## config.mk

```make
export PLATFORM = sky130hd
export DESIGN_NAME = tacc_reader
export DESIGN_NICKNAME = d
export VERILOG_FILES = /design/src/tacc_pkg.sv /design/src/tacc_spi_shifter.sv /design/src/tacc_reader.sv
export VERILOG_INCLUDE_DIRS = /design/src /design/src/src
export SDC_FILE = /design/constraint.sdc
export NUM_CORES = 1
export LEC_CHECK = 0
export ABC_AREA = 1
export BUFFER_PORTS_ARGS = -buffer_cell sky130_fd_sc_hd__buf_4
export CORE_ASPECT_RATIO = 1.75
export CORE_MARGIN = 5
export CORE_UTILIZATION = 56
export DETAILED_ROUTE_END_ITERATION = 8
export PLACE_DENSITY = 0.82
export SLEW_MARGIN = 0
export SYNTH_ARGS = -nofsm -noshare
export SYNTH_HDL_FRONTEND = slang
export SYNTH_HIERARCHICAL = 1
export SYNTH_SLANG_ARGS = --single-unit
```

## constraint.sdc

```tcl
create_clock -name clk_i -period 4.5 [get_ports clk_i]
set_clock_uncertainty 0.05 [all_clocks]
set_input_delay 0.9 -clock clk_i [delete_from_list [all_inputs] [get_ports clk_i]]
set_output_delay 0.9 -clock clk_i [all_outputs]
set_load 0.03 [all_outputs]
```

## src/tacc_consts.svh

```systemverilog
/*
  Constants of the accelerometer reader: clocks, sensor map, APB map.
  Assumes inclusion by bare name.
*/
`ifndef TACC_CONSTS_SVH
`define TACC_CONSTS_SVH

// clock rates
`define TACC_CLK_HZ        200000000
`define TACC_CTRL_HZ       10000000

// sensor addresses
`define TACC_SA_EVENT      6'h30
`define TACC_SA_FORMAT     6'h31
`define TACC_SA_AXIS0      6'h32
`define TACC_SA_RATE       6'h2c
`define TACC_SA_POWER      6'h2d

// sensor register values
// serial-mode bit D6 set, 10-bit, right-justified, +/-2 g range
`define TACC_FMT_VAL       8'h40
// output data rate code for 400 Hz
`define TACC_RATE_VAL      8'h0c
// measurement mode on
`define TACC_PWR_VAL       8'h08
`define TACC_BURST_LEN     3'h6
`define TACC_NO_BYTES      3'h0
`define TACC_ONE_BYTE      3'h1

// event flags byte
`define TACC_EV_READY_BIT  7
`define TACC_EV_OVR_BIT    0

// command byte layout
`define TACC_CMD_RD_BIT    7
`define TACC_CMD_MB_BIT    6

// APB register byte offsets
`define TACC_OFS_CTRL      8'h00
`define TACC_OFS_STATUS    8'h04
`define TACC_OFS_INT_STAT  8'h08
`define TACC_OFS_INT_MASK  8'h0c
`define TACC_OFS_AXIS_X    8'h10
`define TACC_OFS_AXIS_Y    8'h14
`define TACC_OFS_AXIS_Z    8'h18
`define TACC_OFS_EVENT     8'h1c

// field positions
`define TACC_CTRL_EN_BIT   0
`define TACC_INT_SAMPLE    0
`define TACC_INT_OVR       1
`define TACC_INT_CFG       2
`define TACC_INT_W         3

`endif

```

## src/tacc_pkg.sv

```systemverilog
/*
  Types of the three-wire accelerometer reader.
  Assumes nothing beyond a SystemVerilog compiler.
*/
package tacc_pkg;
    typedef enum logic [2:0] {
        TACC_ST_IDLE  = 3'b000,
        TACC_ST_FMT   = 3'b001,
        TACC_ST_RATE  = 3'b010,
        TACC_ST_PWR   = 3'b011,
        TACC_ST_POLL  = 3'b100,
        TACC_ST_BURST = 3'b101
    } tacc_state_e;

    typedef logic [7:0] tacc_byte_t;
endpackage : tacc_pkg

```

## src/tacc_spi_shifter.sv

```systemverilog
/*
  Bit engine of the link: a frame of a command byte and up to
  six data bytes.
  Assumes a data-line input already synchronised to clk_i.
*/
`timescale 1ns/1ps
`default_nettype none

module tacc_spi_shifter
    import tacc_pkg::*;
#(
    parameter int HALF_CYC = 20
) (
    input  wire logic       clk_i,
    input  wire logic       rst_n_i,
    input  wire logic       start_i,
    input  wire logic       rnw_i,
    input  wire tacc_byte_t cmd_i,
    input  wire tacc_byte_t wdata_i,
    input  wire logic [2:0] nbytes_i,
    input  wire logic       sdio_sync_i,
    output logic            sclk_o,
    output logic            cs_n_o,
    output logic            sdio_o,
    output logic            sdio_oe_n_o,
    output tacc_byte_t      rx_byte_o,
    output logic            rx_valid_o,
    output logic            done_o,
    output logic            busy_o
);
    localparam int DW = $clog2(HALF_CYC);

    logic [DW-1:0] div_reg;
    logic          tick;
    logic [5:0]    bit_reg;
    logic [5:0]    nbits_reg;
    logic [15:0]   tx_reg;
    logic [6:0]    rx_reg;
    logic          rnw_reg;
    logic          end_reg;

    assign tick = busy_o && (div_reg == DW'(HALF_CYC - 1));

    always_ff @(posedge clk_i) begin
        if (!rst_n_i || !busy_o || tick) begin
            div_reg <= '0;
        end else begin
            div_reg <= div_reg + DW'(1);
        end
    end

    always_ff @(posedge clk_i) begin
        rx_valid_o <= 1'b0;
        done_o     <= 1'b0;
        if (!rst_n_i) begin
            sclk_o      <= 1'b1;
            cs_n_o      <= 1'b1;
            sdio_o      <= 1'b0;
            sdio_oe_n_o <= 1'b1;
            busy_o      <= 1'b0;
            end_reg     <= 1'b0;
            bit_reg     <= '0;
            nbits_reg   <= '0;
            tx_reg      <= '0;
            rx_reg      <= '0;
            rnw_reg     <= 1'b0;
            rx_byte_o   <= '0;
        end else if (start_i && !busy_o) begin
            cs_n_o    <= 1'b0;
            busy_o    <= 1'b1;
            bit_reg   <= '0;
            nbits_reg <= {nbytes_i + 3'h1, 3'h0};
            tx_reg    <= {cmd_i, wdata_i};
            rnw_reg   <= rnw_i;
        end else if (tick && end_reg) begin
            cs_n_o      <= 1'b1;
            sdio_oe_n_o <= 1'b1;
            busy_o      <= 1'b0;
            end_reg     <= 1'b0;
            done_o      <= 1'b1;
        end else if (tick && sclk_o) begin
            if (bit_reg == nbits_reg) begin
                end_reg <= 1'b1;
            end else begin
                sclk_o <= 1'b0;
                if (bit_reg < 6'h08 || !rnw_reg) begin
                    sdio_o      <= tx_reg[15];
                    sdio_oe_n_o <= 1'b0;
                    tx_reg      <= {tx_reg[14:0], 1'b0};
                end else begin
                    sdio_oe_n_o <= 1'b1;
                end
            end
        end else if (tick) begin
            sclk_o  <= 1'b1;
            bit_reg <= bit_reg + 6'h01;
            if (rnw_reg && bit_reg >= 6'h08) begin
                rx_reg <= {rx_reg[5:0], sdio_sync_i};
                if (bit_reg[2:0] == 3'h7) begin
                    rx_byte_o  <= {rx_reg, sdio_sync_i};
                    rx_valid_o <= 1'b1;
                end
            end
        end
    end
endmodule : tacc_spi_shifter

`default_nettype wire

```

## src/tacc_reader.sv

```systemverilog
/*
  Accelerometer reader: sets up the sensor, polls its flags
  and fetches the axes in one burst;
  APB slave with sticky interrupt flags.
  Assumes an APB master on clk_i and a sensor on the data pin.
*/
// Register access over APB and the address map are this design's own decisions.
`timescale 1ns/1ps
`default_nettype none

`include "tacc_consts.svh"

// Functional notes
// - write one to serial-mode bit of format register 0x31 before reading axes
// - format set to 10-bit, right-justified, plus or minus 2 g
// - data rate programmed to 400 Hz during configuration, before polling
// - read event flags before each axis read, go on only when sample available
// - axes fetched as one six-byte burst from 0x32 to 0x37
// - serial clock idles high between frames, polarity 1 phase 1
// - driver changes data on falling edge, receiver samples on rising edge
// - link logic paced at 10 MHz derived from the system clock
module tacc_reader
    import tacc_pkg::*;
(
    input  wire logic        clk_i,
    input  wire logic        rst_n_i,
    input  wire logic        psel_i,
    input  wire logic        penable_i,
    input  wire logic        pwrite_i,
    input  wire logic [7:0]  paddr_i,
    input  wire logic [31:0] pwdata_i,
    output logic [31:0]      prdata_o,
    output logic             pready_o,
    output logic             pslverr_o,
    output logic             irq_o,
    output logic             sclk_o,
    output logic             cs_n_o,
    output logic             sdio_o,
    output logic             sdio_oe_n_o,
    input  wire logic        sdio_i
);
    // clocks per half serial period
    localparam int HALF_CYC = `TACC_CLK_HZ / `TACC_CTRL_HZ;

    tacc_state_e state_reg;
    tacc_state_e state_next;

    logic        enable_reg;
    logic        cfg_done_reg;
    logic        issued_reg;
    logic        start_reg;
    logic        rnw_reg;
    tacc_byte_t  cmd_reg;
    tacc_byte_t  wdata_reg;
    logic [2:0]  nbytes_reg;
    logic [2:0]  idx_reg;
    tacc_byte_t  event_reg;
    tacc_byte_t  shadow_reg [6];
    logic [15:0] axis_x_reg;
    logic [15:0] axis_y_reg;
    logic [15:0] axis_z_reg;

    logic [`TACC_INT_W-1:0] int_stat_reg;
    logic [`TACC_INT_W-1:0] int_mask_reg;
    logic [`TACC_INT_W-1:0] int_set;

    logic       sdio_meta_reg;
    logic       sdio_sync_reg;
    tacc_byte_t rx_byte;
    logic       rx_valid;
    logic       xfer_done;
    logic       xfer_busy;

    logic        apb_setup;
    logic        apb_wr;
    logic        mapped;
    logic [31:0] rd_mux;

    // data pin passes two flops before the shifter
    always_ff @(posedge clk_i) begin
        if (!rst_n_i) begin
            sdio_meta_reg <= 1'b0;
            sdio_sync_reg <= 1'b0;
        end else begin
            sdio_meta_reg <= sdio_i;
            sdio_sync_reg <= sdio_meta_reg;
        end
    end

    tacc_spi_shifter #(
        .HALF_CYC    (HALF_CYC)
    ) u_shifter (
        .clk_i       (clk_i),
        .rst_n_i     (rst_n_i),
        .start_i     (start_reg),
        .rnw_i       (rnw_reg),
        .cmd_i       (cmd_reg),
        .wdata_i     (wdata_reg),
        .nbytes_i    (nbytes_reg),
        .sdio_sync_i (sdio_sync_reg),
        .sclk_o      (sclk_o),
        .cs_n_o      (cs_n_o),
        .sdio_o      (sdio_o),
        .sdio_oe_n_o (sdio_oe_n_o),
        .rx_byte_o   (rx_byte),
        .rx_valid_o  (rx_valid),
        .done_o      (xfer_done),
        .busy_o      (xfer_busy)
    );

    // sequencer: every state but idle leaves only when its own frame has ended,
    // so disabling never cuts a frame short
    always_comb begin
        state_next = state_reg;
        unique case (state_reg)
            TACC_ST_IDLE: begin
                if (enable_reg) begin
                    state_next = TACC_ST_FMT;
                end
            end
            TACC_ST_FMT: begin
                if (xfer_done) begin
                    state_next = enable_reg ? TACC_ST_RATE : TACC_ST_IDLE;
                end
            end
            TACC_ST_RATE: begin
                if (xfer_done) begin
                    state_next = enable_reg ? TACC_ST_PWR : TACC_ST_IDLE;
                end
            end
            TACC_ST_PWR: begin
                if (xfer_done) begin
                    state_next = enable_reg ? TACC_ST_POLL : TACC_ST_IDLE;
                end
            end
            TACC_ST_POLL: begin
                if (xfer_done) begin
                    if (!enable_reg) begin
                        state_next = TACC_ST_IDLE;
                    end else if (event_reg[`TACC_EV_READY_BIT]) begin
                        state_next = TACC_ST_BURST;
                    end
                end
            end
            TACC_ST_BURST: begin
                if (xfer_done) begin
                    state_next = enable_reg ? TACC_ST_POLL : TACC_ST_IDLE;
                end
            end
        endcase
    end

    always_ff @(posedge clk_i) begin
        if (!rst_n_i) begin
            state_reg <= TACC_ST_IDLE;
        end else begin
            state_reg <= state_next;
        end
    end

    // issued_reg: one frame at a time, cleared when a frame ends or the state changes
    always_ff @(posedge clk_i) begin
        start_reg <= 1'b0;
        if (!rst_n_i) begin
            issued_reg <= 1'b0;
            rnw_reg    <= 1'b0;
            cmd_reg    <= '0;
            wdata_reg  <= '0;
            nbytes_reg <= '0;
        end else if (state_next != state_reg || xfer_done) begin
            issued_reg <= 1'b0;
        end else if (!issued_reg && !xfer_busy && state_reg != TACC_ST_IDLE) begin
            issued_reg <= 1'b1;
            start_reg  <= 1'b1;
            unique case (state_reg)
                TACC_ST_FMT: begin
                    rnw_reg    <= 1'b0;
                    cmd_reg    <= {2'b00, `TACC_SA_FORMAT};
                    wdata_reg  <= `TACC_FMT_VAL;
                    nbytes_reg <= `TACC_ONE_BYTE;
                end
                TACC_ST_RATE: begin
                    rnw_reg    <= 1'b0;
                    cmd_reg    <= {2'b00, `TACC_SA_RATE};
                    wdata_reg  <= `TACC_RATE_VAL;
                    nbytes_reg <= `TACC_ONE_BYTE;
                end
                TACC_ST_PWR: begin
                    rnw_reg    <= 1'b0;
                    cmd_reg    <= {2'b00, `TACC_SA_POWER};
                    wdata_reg  <= `TACC_PWR_VAL;
                    nbytes_reg <= `TACC_ONE_BYTE;
                end
                TACC_ST_POLL: begin
                    rnw_reg    <= 1'b1;
                    cmd_reg    <= {1'b1, 1'b0, `TACC_SA_EVENT};
                    wdata_reg  <= '0;
                    nbytes_reg <= `TACC_ONE_BYTE;
                end
                TACC_ST_BURST: begin
                    rnw_reg    <= 1'b1;
                    cmd_reg    <= {1'b1, 1'b1, `TACC_SA_AXIS0};
                    wdata_reg  <= '0;
                    nbytes_reg <= `TACC_BURST_LEN;
                end
                default: begin
                    rnw_reg    <= 1'b0;
                    cmd_reg    <= '0;
                    wdata_reg  <= '0;
                    nbytes_reg <= `TACC_NO_BYTES;
                end
            endcase
        end
    end

    always_ff @(posedge clk_i) begin
        if (!rst_n_i) begin
            cfg_done_reg <= 1'b0;
        end else if (state_reg == TACC_ST_IDLE) begin
            cfg_done_reg <= 1'b0;
        end else if (state_reg == TACC_ST_PWR && xfer_done) begin
            cfg_done_reg <= 1'b1;
        end
    end

    // event flags byte as the sensor lays it out
    always_ff @(posedge clk_i) begin
        if (!rst_n_i) begin
            event_reg <= '0;
        end else if (rx_valid && state_reg == TACC_ST_POLL) begin
            event_reg <= rx_byte;
        end
    end

    // burst bytes land in a shadow and are committed together,
    // so software never sees axes from two different samples
    always_ff @(posedge clk_i) begin
        if (!rst_n_i) begin
            idx_reg <= '0;
            for (int i = 0; i < 6; i++) begin
                shadow_reg[i] <= '0;
            end
        end else if (state_reg != TACC_ST_BURST) begin
            idx_reg <= '0;
        end else if (rx_valid) begin
            shadow_reg[idx_reg] <= rx_byte;
            idx_reg             <= idx_reg + 3'h1;
        end
    end

    always_ff @(posedge clk_i) begin
        if (!rst_n_i) begin
            axis_x_reg <= '0;
            axis_y_reg <= '0;
            axis_z_reg <= '0;
        end else if (state_reg == TACC_ST_BURST && xfer_done) begin
            axis_x_reg <= {shadow_reg[1], shadow_reg[0]};
            axis_y_reg <= {shadow_reg[3], shadow_reg[2]};
            axis_z_reg <= {shadow_reg[5], shadow_reg[4]};
        end
    end

    // interrupt events
    always_comb begin
        int_set                   = '0;
        int_set[`TACC_INT_SAMPLE] = state_reg == TACC_ST_BURST && xfer_done;
        int_set[`TACC_INT_OVR]    = state_reg == TACC_ST_POLL && rx_valid
                                    && rx_byte[`TACC_EV_OVR_BIT];
        int_set[`TACC_INT_CFG]    = state_reg == TACC_ST_PWR && xfer_done;
    end

    // APB: answer prepared in setup, zero wait states
    assign apb_setup = psel_i && !penable_i;
    assign apb_wr    = psel_i && penable_i && pready_o && pwrite_i;

    always_comb begin
        mapped = 1'b1;
        rd_mux = '0;
        unique case (paddr_i)
            `TACC_OFS_CTRL: begin
                rd_mux[`TACC_CTRL_EN_BIT] = enable_reg;
            end
            `TACC_OFS_STATUS: begin
                rd_mux[0]   = xfer_busy;
                rd_mux[1]   = cfg_done_reg;
                rd_mux[4:2] = state_reg;
            end
            `TACC_OFS_INT_STAT: begin
                rd_mux[`TACC_INT_W-1:0] = int_stat_reg;
            end
            `TACC_OFS_INT_MASK: begin
                rd_mux[`TACC_INT_W-1:0] = int_mask_reg;
            end
            `TACC_OFS_AXIS_X: begin
                rd_mux[15:0] = axis_x_reg;
            end
            `TACC_OFS_AXIS_Y: begin
                rd_mux[15:0] = axis_y_reg;
            end
            `TACC_OFS_AXIS_Z: begin
                rd_mux[15:0] = axis_z_reg;
            end
            `TACC_OFS_EVENT: begin
                rd_mux[7:0] = event_reg;
            end
            default: begin
                mapped = 1'b0;
            end
        endcase
    end

    always_ff @(posedge clk_i) begin
        if (!rst_n_i) begin
            pready_o  <= 1'b0;
            pslverr_o <= 1'b0;
            prdata_o  <= '0;
        end else begin
            pready_o  <= apb_setup;
            pslverr_o <= apb_setup && !mapped;
            if (apb_setup && !pwrite_i) begin
                prdata_o <= rd_mux;
            end
        end
    end

    always_ff @(posedge clk_i) begin
        if (!rst_n_i) begin
            enable_reg   <= 1'b0;
            int_mask_reg <= '0;
        end else if (apb_wr && paddr_i == `TACC_OFS_CTRL) begin
            enable_reg <= pwdata_i[`TACC_CTRL_EN_BIT];
        end else if (apb_wr && paddr_i == `TACC_OFS_INT_MASK) begin
            int_mask_reg <= pwdata_i[`TACC_INT_W-1:0];
        end
    end

    // a new event wins over a write-one-to-clear in the same cycle
    always_ff @(posedge clk_i) begin
        if (!rst_n_i) begin
            int_stat_reg <= '0;
        end else if (apb_wr && paddr_i == `TACC_OFS_INT_STAT) begin
            int_stat_reg <= (int_stat_reg & ~pwdata_i[`TACC_INT_W-1:0]) | int_set;
        end else begin
            int_stat_reg <= int_stat_reg | int_set;
        end
    end

    // registered: glitch free, one cycle behind the flags
    always_ff @(posedge clk_i) begin
        if (!rst_n_i) begin
            irq_o <= 1'b0;
        end else begin
            irq_o <= |(int_stat_reg & int_mask_reg);
        end
    end
endmodule : tacc_reader

`default_nettype wire

```

==> impl_metrics.toml, run 1 <==
[run_status]
status = "finished clean"

[worst_hold_path]
holdPathStages = 2
hp-class = "reg2reg"
min_to = "sdio_sync_reg"
worstHoldStart = "sdio_meta_reg"

[critical_path]
timing.rr.start = "state_reg[2]"
r2r_setup_slack_ns = 1.86
r2r_end = "shadow_reg[0][2]"
worstRegToRegCells = 10
crit_fanout = 12
worst_setup_path_end_kind = "flop"
critPathKind = "reg2reg"
start_kind = "flop"
cp.arrival_ns = 2.74
required_ns = 4.60

[synthesis]
synth_top_area_share_pct = 35.4
synth_cell_types = 44
netlist_top_cells_count = "nand2_1 (233), dfxtp_1 (157), nor2_1 (137), inv_1 (118), a21oi_1 (115)"
synth-seq-cells = 205
syn_inst = 1107
synth.most_common_cell = "nand2_1"
yosys-top-cells-area = "dfxtp_1 (35%), edfxtp_1 (16%), nand2_1 (9.9%)"
ys_seq_area_share_pct = 51.6
synth_area_per_cell_um2 = 8.02
synth_ff_type = "dfxtp_1"
syn_area_mm2 = 0.00888
synthArstFlopShare_pct = 0
yosys_warnings = 6
synth-edff-count = 48
synth_top_area_cell = "dfxtp_1"

[grt]
grt_pass1_wl_mm = 31.9
track_usage_pct = 20.7
antenna_found_initial = 0
grt_max_degree = 94
overflow = 0
first_global_vias = 6897

[detailed_routing]
drt_first_pass_iters = 5
drt-met1-wl_mm = 6.99
wl_mm = 19.3
dr_wl_met2_mm = 10.3
vias = 7084
detail_route.wl_per_cell_um = 14.5
met3_wirelength_um = 941
drc = 0
via_per_inst = 5.32
dr.max_layer_used = "met4"
drtIter0Drc = 469
drtAntennaViolNets = 0

[place]
pre_cts_slack_ns = 1.53
dp_hpwl_mm = 13.4
place_congestion = 0.883
numPortBuffers = 39

[layout]
drive_gt1_share_pct = 11.6
area_growth_syn_to_layout_pct = 9.89
largest_reg_flops = 48
fin_util_pct = 62.1
layout.nets = 1183
insertedDiodeCount = 0

[clocking]
clkSinkCount = 205
cts_hold_buf = 0
cts_tree = "done"
cts_setup_buffers = 0
cts_made_buffers = 19
clk_latency_ns = 0.50
clockRootBuffer = "clkbuf_16"
htreeDepth = 1
cts.clk_slew.worst_paths_ns = 0.07
post_cts_resize_count = 0
clock_path_buffers = 3

[floorplan]
die_h_um = 177
ioPinCount = 85
start_util_pct = 56.5
core_area_mm2 = 0.0157
dieArea_mm2 = 0.0186
die_width_um = 105
std_cell_rows = 61

[timing]
timing.fmax_ghz = 0.379
relSlewSlack_pct = 33.8
tns_ns = 0
min_period_ns = 2.64
worst_slew_pin_slew_ns = 0.990
setup_viol = 0
hold_violations = 0
layout_setup_ws_ns = 1.86
drv_slew = 0
fin_crit_sh_pct = 58.7
rsz0062_at_grt = "no"

[flow_run]
maxCapViolations = 0

[pwr]
p_per_area_mw_per_mm2 = 370
peakVddDrop_v = 0.000243
power.leakage_nw = 3.76
worst max-delay path, stage by stage, from the launching register on:
cell and delay, ns:
dfxtp_1 0.61, nand2_2 0.15, nor2_4 0.33, inv_2 0.13, nor2_4 0.11, inv_2 0.08
nor2_8 0.11, nand2_2 0.10, nor2_4 0.14, nand2_2 0.14, nand2_1 0.33
power breakdown:
group	switching [mW]	internal [mW]
Combinational	0.0730	0.0230
Sequential	0.00725	1.90
Clock	0.687	0.915
logic make-up after synthesis:
| kind of cell | count (synthesis) | share of synthesized area [%] |
|---|---|---|
| AOI/OAI and AO/OA | 228 | 13.4 |
| xor gates and xnor gates | 4 | 0.395 |
| adders and majority gates | 8 | 1.13 |
| buffers and inverters | 196 | 9.94 |
| DFF | 205 | 51.6 |
| other | 1 | 0.0422 |
| and+or+nand+nor | 465 | 23.4 |
how the worst max path moves through the flow:
stage | from | to
after floorplan | rst_n_i | shadow_reg[0][0]
after global placement | penable_i | prdata_o[4]
after detailed placement | penable_i | prdata_o[4]
after CTS | state_reg[2] | shadow_reg[0][2]
after global routing | state_reg[2] | axis_z_reg[8]
final | state_reg[2] | shadow_reg[0][2]
area by class of cell:
| cell class | instances | area, um2 |
|---|---|---|
| Fill cell | 1321 | 5970 |
| Sequential cell | 205 | 4580 |
| Multi-Input combinational cell | 726 | 3490 |
| Inverter | 134 | 510 |
| Clock buffer | 23 | 500 |
| Timing Repair Buffer | 43 | 323 |
| Tap cell | 189 | 236 |
| Clock inverter | 11 | 113 |
layer usage:
metal  vias to the layer above  GRT usage, %
li1                       3566             -
met1                      3238          21.4
met2                       207          38.9
met3                        73          2.74
met4                         0          12.5
met5                         -             0
cell usage in the layout, fill, tap and decap left out, types with 2 or more instances in the layout:
cell type  netlist  final
nand2_4          5      5
o22ai_1         10     10
dfxtp_1        157    157
edfxtp_1        48     48
nor2_4           8      8
inv_6            0      2
o221ai_1         3      3
clkinv_2         0      4
buf_4           21     43
nor2_8           2      2
clkbuf_1        24      3
a211oi_1         3      3
inv_4            3      3
xnor2_1          2      2
nand3_4          2      2
nor3_1           6      6
clkbuf_16        0     19
nor2_2          11     11
ha_1             8      8
nand2_1        233    232
a21oi_1        115    115
nand2_2          6      7
clkinv_1         0      2
nand3_2          5      5
nand3_1         39     39
inv_1          118    118
xor2_1           2      2
conb_1           1     21
o21ai_0         90     90
nand4_1          6      6
inv_2           13     13
nor2_1         137    137
bufinv_16        0      2
metrics by stage:
stage / hold WS (ns) / std cells / area (um2) / power, mW
floorplan: 0.340 / 1127 / 8950 / 2.02
global placement: 0.354 / 1297 / 9140 / 2.04
detailed placement: 0.345 / 1297 / 9140 / 2.05
CTS: 0.360 / 1331 / 9760 / 3.62
global route: 0.423 / 1331 / 9760 / 3.70
finish: 0.363 / 1331 / 9760 / 3.61
(Power assumes the default switching activity.)
==> run 2, diff against run 1 <==
- CORE_UTILIZATION: 56 -> 53
- PLACE_DENSITY: 0.82 -> 0.81
- clock period: 4.5 -> 2.2 ns (I/O delays scaled with it)
==> run 2 against run 1 <==
Register-to-register slack got worse by 1.6 ns. Critical endpoint is now shadow_reg[4][1]. Final cell count rose by 4.1%. Largest power group unchanged. Via count increased by 0.41%. Highest routed layer unchanged.
==> impl_metrics.toml, run 2 (synthesis gave the netlist of run 1 again) <==
[run_status]
status = "finished clean"

[layout]
insertedDiodeCount = 0
layout_commonest_cell = "nand2_1"
n_fill_cell = 1443
instances_no_fill = 1386
final_cell_mix = "nand2_1 (232), dfxtp_1 (157), nor2_1 (137)"
largest_reg_flops = 48
layout.nets = 1203
drive_gt1_share_pct = 12.9
area_growth_syn_to_layout_pct = 11.7

[critical_path]
critPathKind = "reg2reg"
r2r_setup_slack_ns = 0.21
worst_setup_path_end_kind = "flop"
start_kind = "flop"
worstPathCellList = "inv_4, nand2_2, nor2_4, inv_2, nor2_4, inv_2, nor2_8, inv_4, nor2_4, nand3_4, nand2_1"
path_common_cell = "nor2_4"
crit_buf_inv = 4
cp.arrival_ns = 2.11
cp_slowest_cell = "dfxtp_1"
cp_top_family = "simple AND/OR/NAND/NOR gates"
required_ns = 2.32
crit_fanout = 9
critPathMaxStageDelay_ns = 0.33

[detailed_routing]
drc = 0
detail_route.wl_per_cell_um = 14.0
drtAntennaViolNets = 0
vias = 7113
drtIter0Drc = 329
wl_mm = 19.4
drt_first_pass_iters = 5
via_per_inst = 5.13

[timing]
timing.fmax_ghz = 0.503
hold_violations = 0
rsz0062_at_grt = "no"
relSlewSlack_pct = 65.1
setup_viol = 0
worst_slew_pin_slew_ns = 0.519
hold_ws_ns = 0.0868
fin_crit_sh_pct = 90.4
tns_ns = 0
drv_slew = 0
min_period_ns = 1.99

[floorplan]
dieArea_mm2 = 0.0195
die_width_um = 108
die_h_um = 181
start_util_pct = 54.0
std_cell_rows = 62
core_area_mm2 = 0.0164
ioPinCount = 85

[place]
numPortBuffers = 39
place_congestion = 0.883
dp_hpwl_mm = 13.7
placed_cells = 1352

[clocking]
cts_hold_buf = 0
htreeDepth = 1
cts_setup_buffers = 0
cts_tree = "done"
cts_made_buffers = 19
post_cts_resize_count = 0
cts.clk_slew.worst_paths_ns = 0.06
clockRootBuffer = "clkbuf_16"
clk_latency_ns = 0.50
clkSinkCount = 205
clock_path_buffers = 3

[grt]
track_usage_pct = 20.1
antenna_found_initial = 0
grt_max_degree = 94
grt_pass1_wl_mm = 32.2
overflow = 0
first_global_vias = 6815

[flow_run]
maxCapViolations = 0

[pwr]
power.leakage_nw = 3.84
p_per_area_mw_per_mm2 = 722
peakVddDrop_v = 0.000561
p_total_mw = 7.15

[worst_hold_path]
hp-class = "in2reg"
-- run 2: cell count changes in the layout (fill, tap and decap cells not counted), sizes merged --
cell    delta
bufinv     -2
buf       +20
clkbuf     +2
-- run 2: final timing paths --
kind            startpoint               end  cells past startpoint
min reg2reg  sdio_meta_reg     sdio_sync_reg                      2
max           state_reg[1]  shadow_reg[4][1]                     11
min                 sdio_i     sdio_meta_reg                      3
max reg2reg   state_reg[1]  shadow_reg[4][1]                     11
-- run 2: worst min-delay path, delay by kind of cell --
kind | cells | cell delay, ns
buffers and inverters | 2 | 0.13
AND/OR/NAND/NOR | 1 | 0.04
-- run 2: area by class of cell --
type	count	area (um2)	share of cell area, %
clock buffers	25	508	5.12
clock inverters	9	55.1	0.555
inverters	134	510	5.15
multi-input cells	726	3490	35.2
flip-flops and latches	205	4580	46.2
well taps	224	280	2.83
repair buffers	63	485	4.90
-- run 2: per-layer routing --
metal  global-route usage, %  wire length (um)  vias to the layer above
met1                    21.5              7100                     3265
met2                    38.4             10700                      184
met5                       0                 0                        -
met4                    8.34               748                        0
met3                    2.64               856                       56
li1                        -                 -                     3608
-- run 2: stage by stage --
stage,utilization [%],setup slack (ns),cell area [um2]
after detailed placement,56.9,0.214,9350
final,60.3,0.210,9910
after floorplan,-,0.0824,8950
after global routing,60.3,0.0346,9910
after global placement,56.9,0.268,9350
after CTS,60.3,0.176,9910
-- run 2: where the power goes --
group	internal, mW	switching (mW)
Clock	1.65	1.40
Combinational	0.0520	0.152
Sequential	3.89	0.0157
Total	5.59	1.56
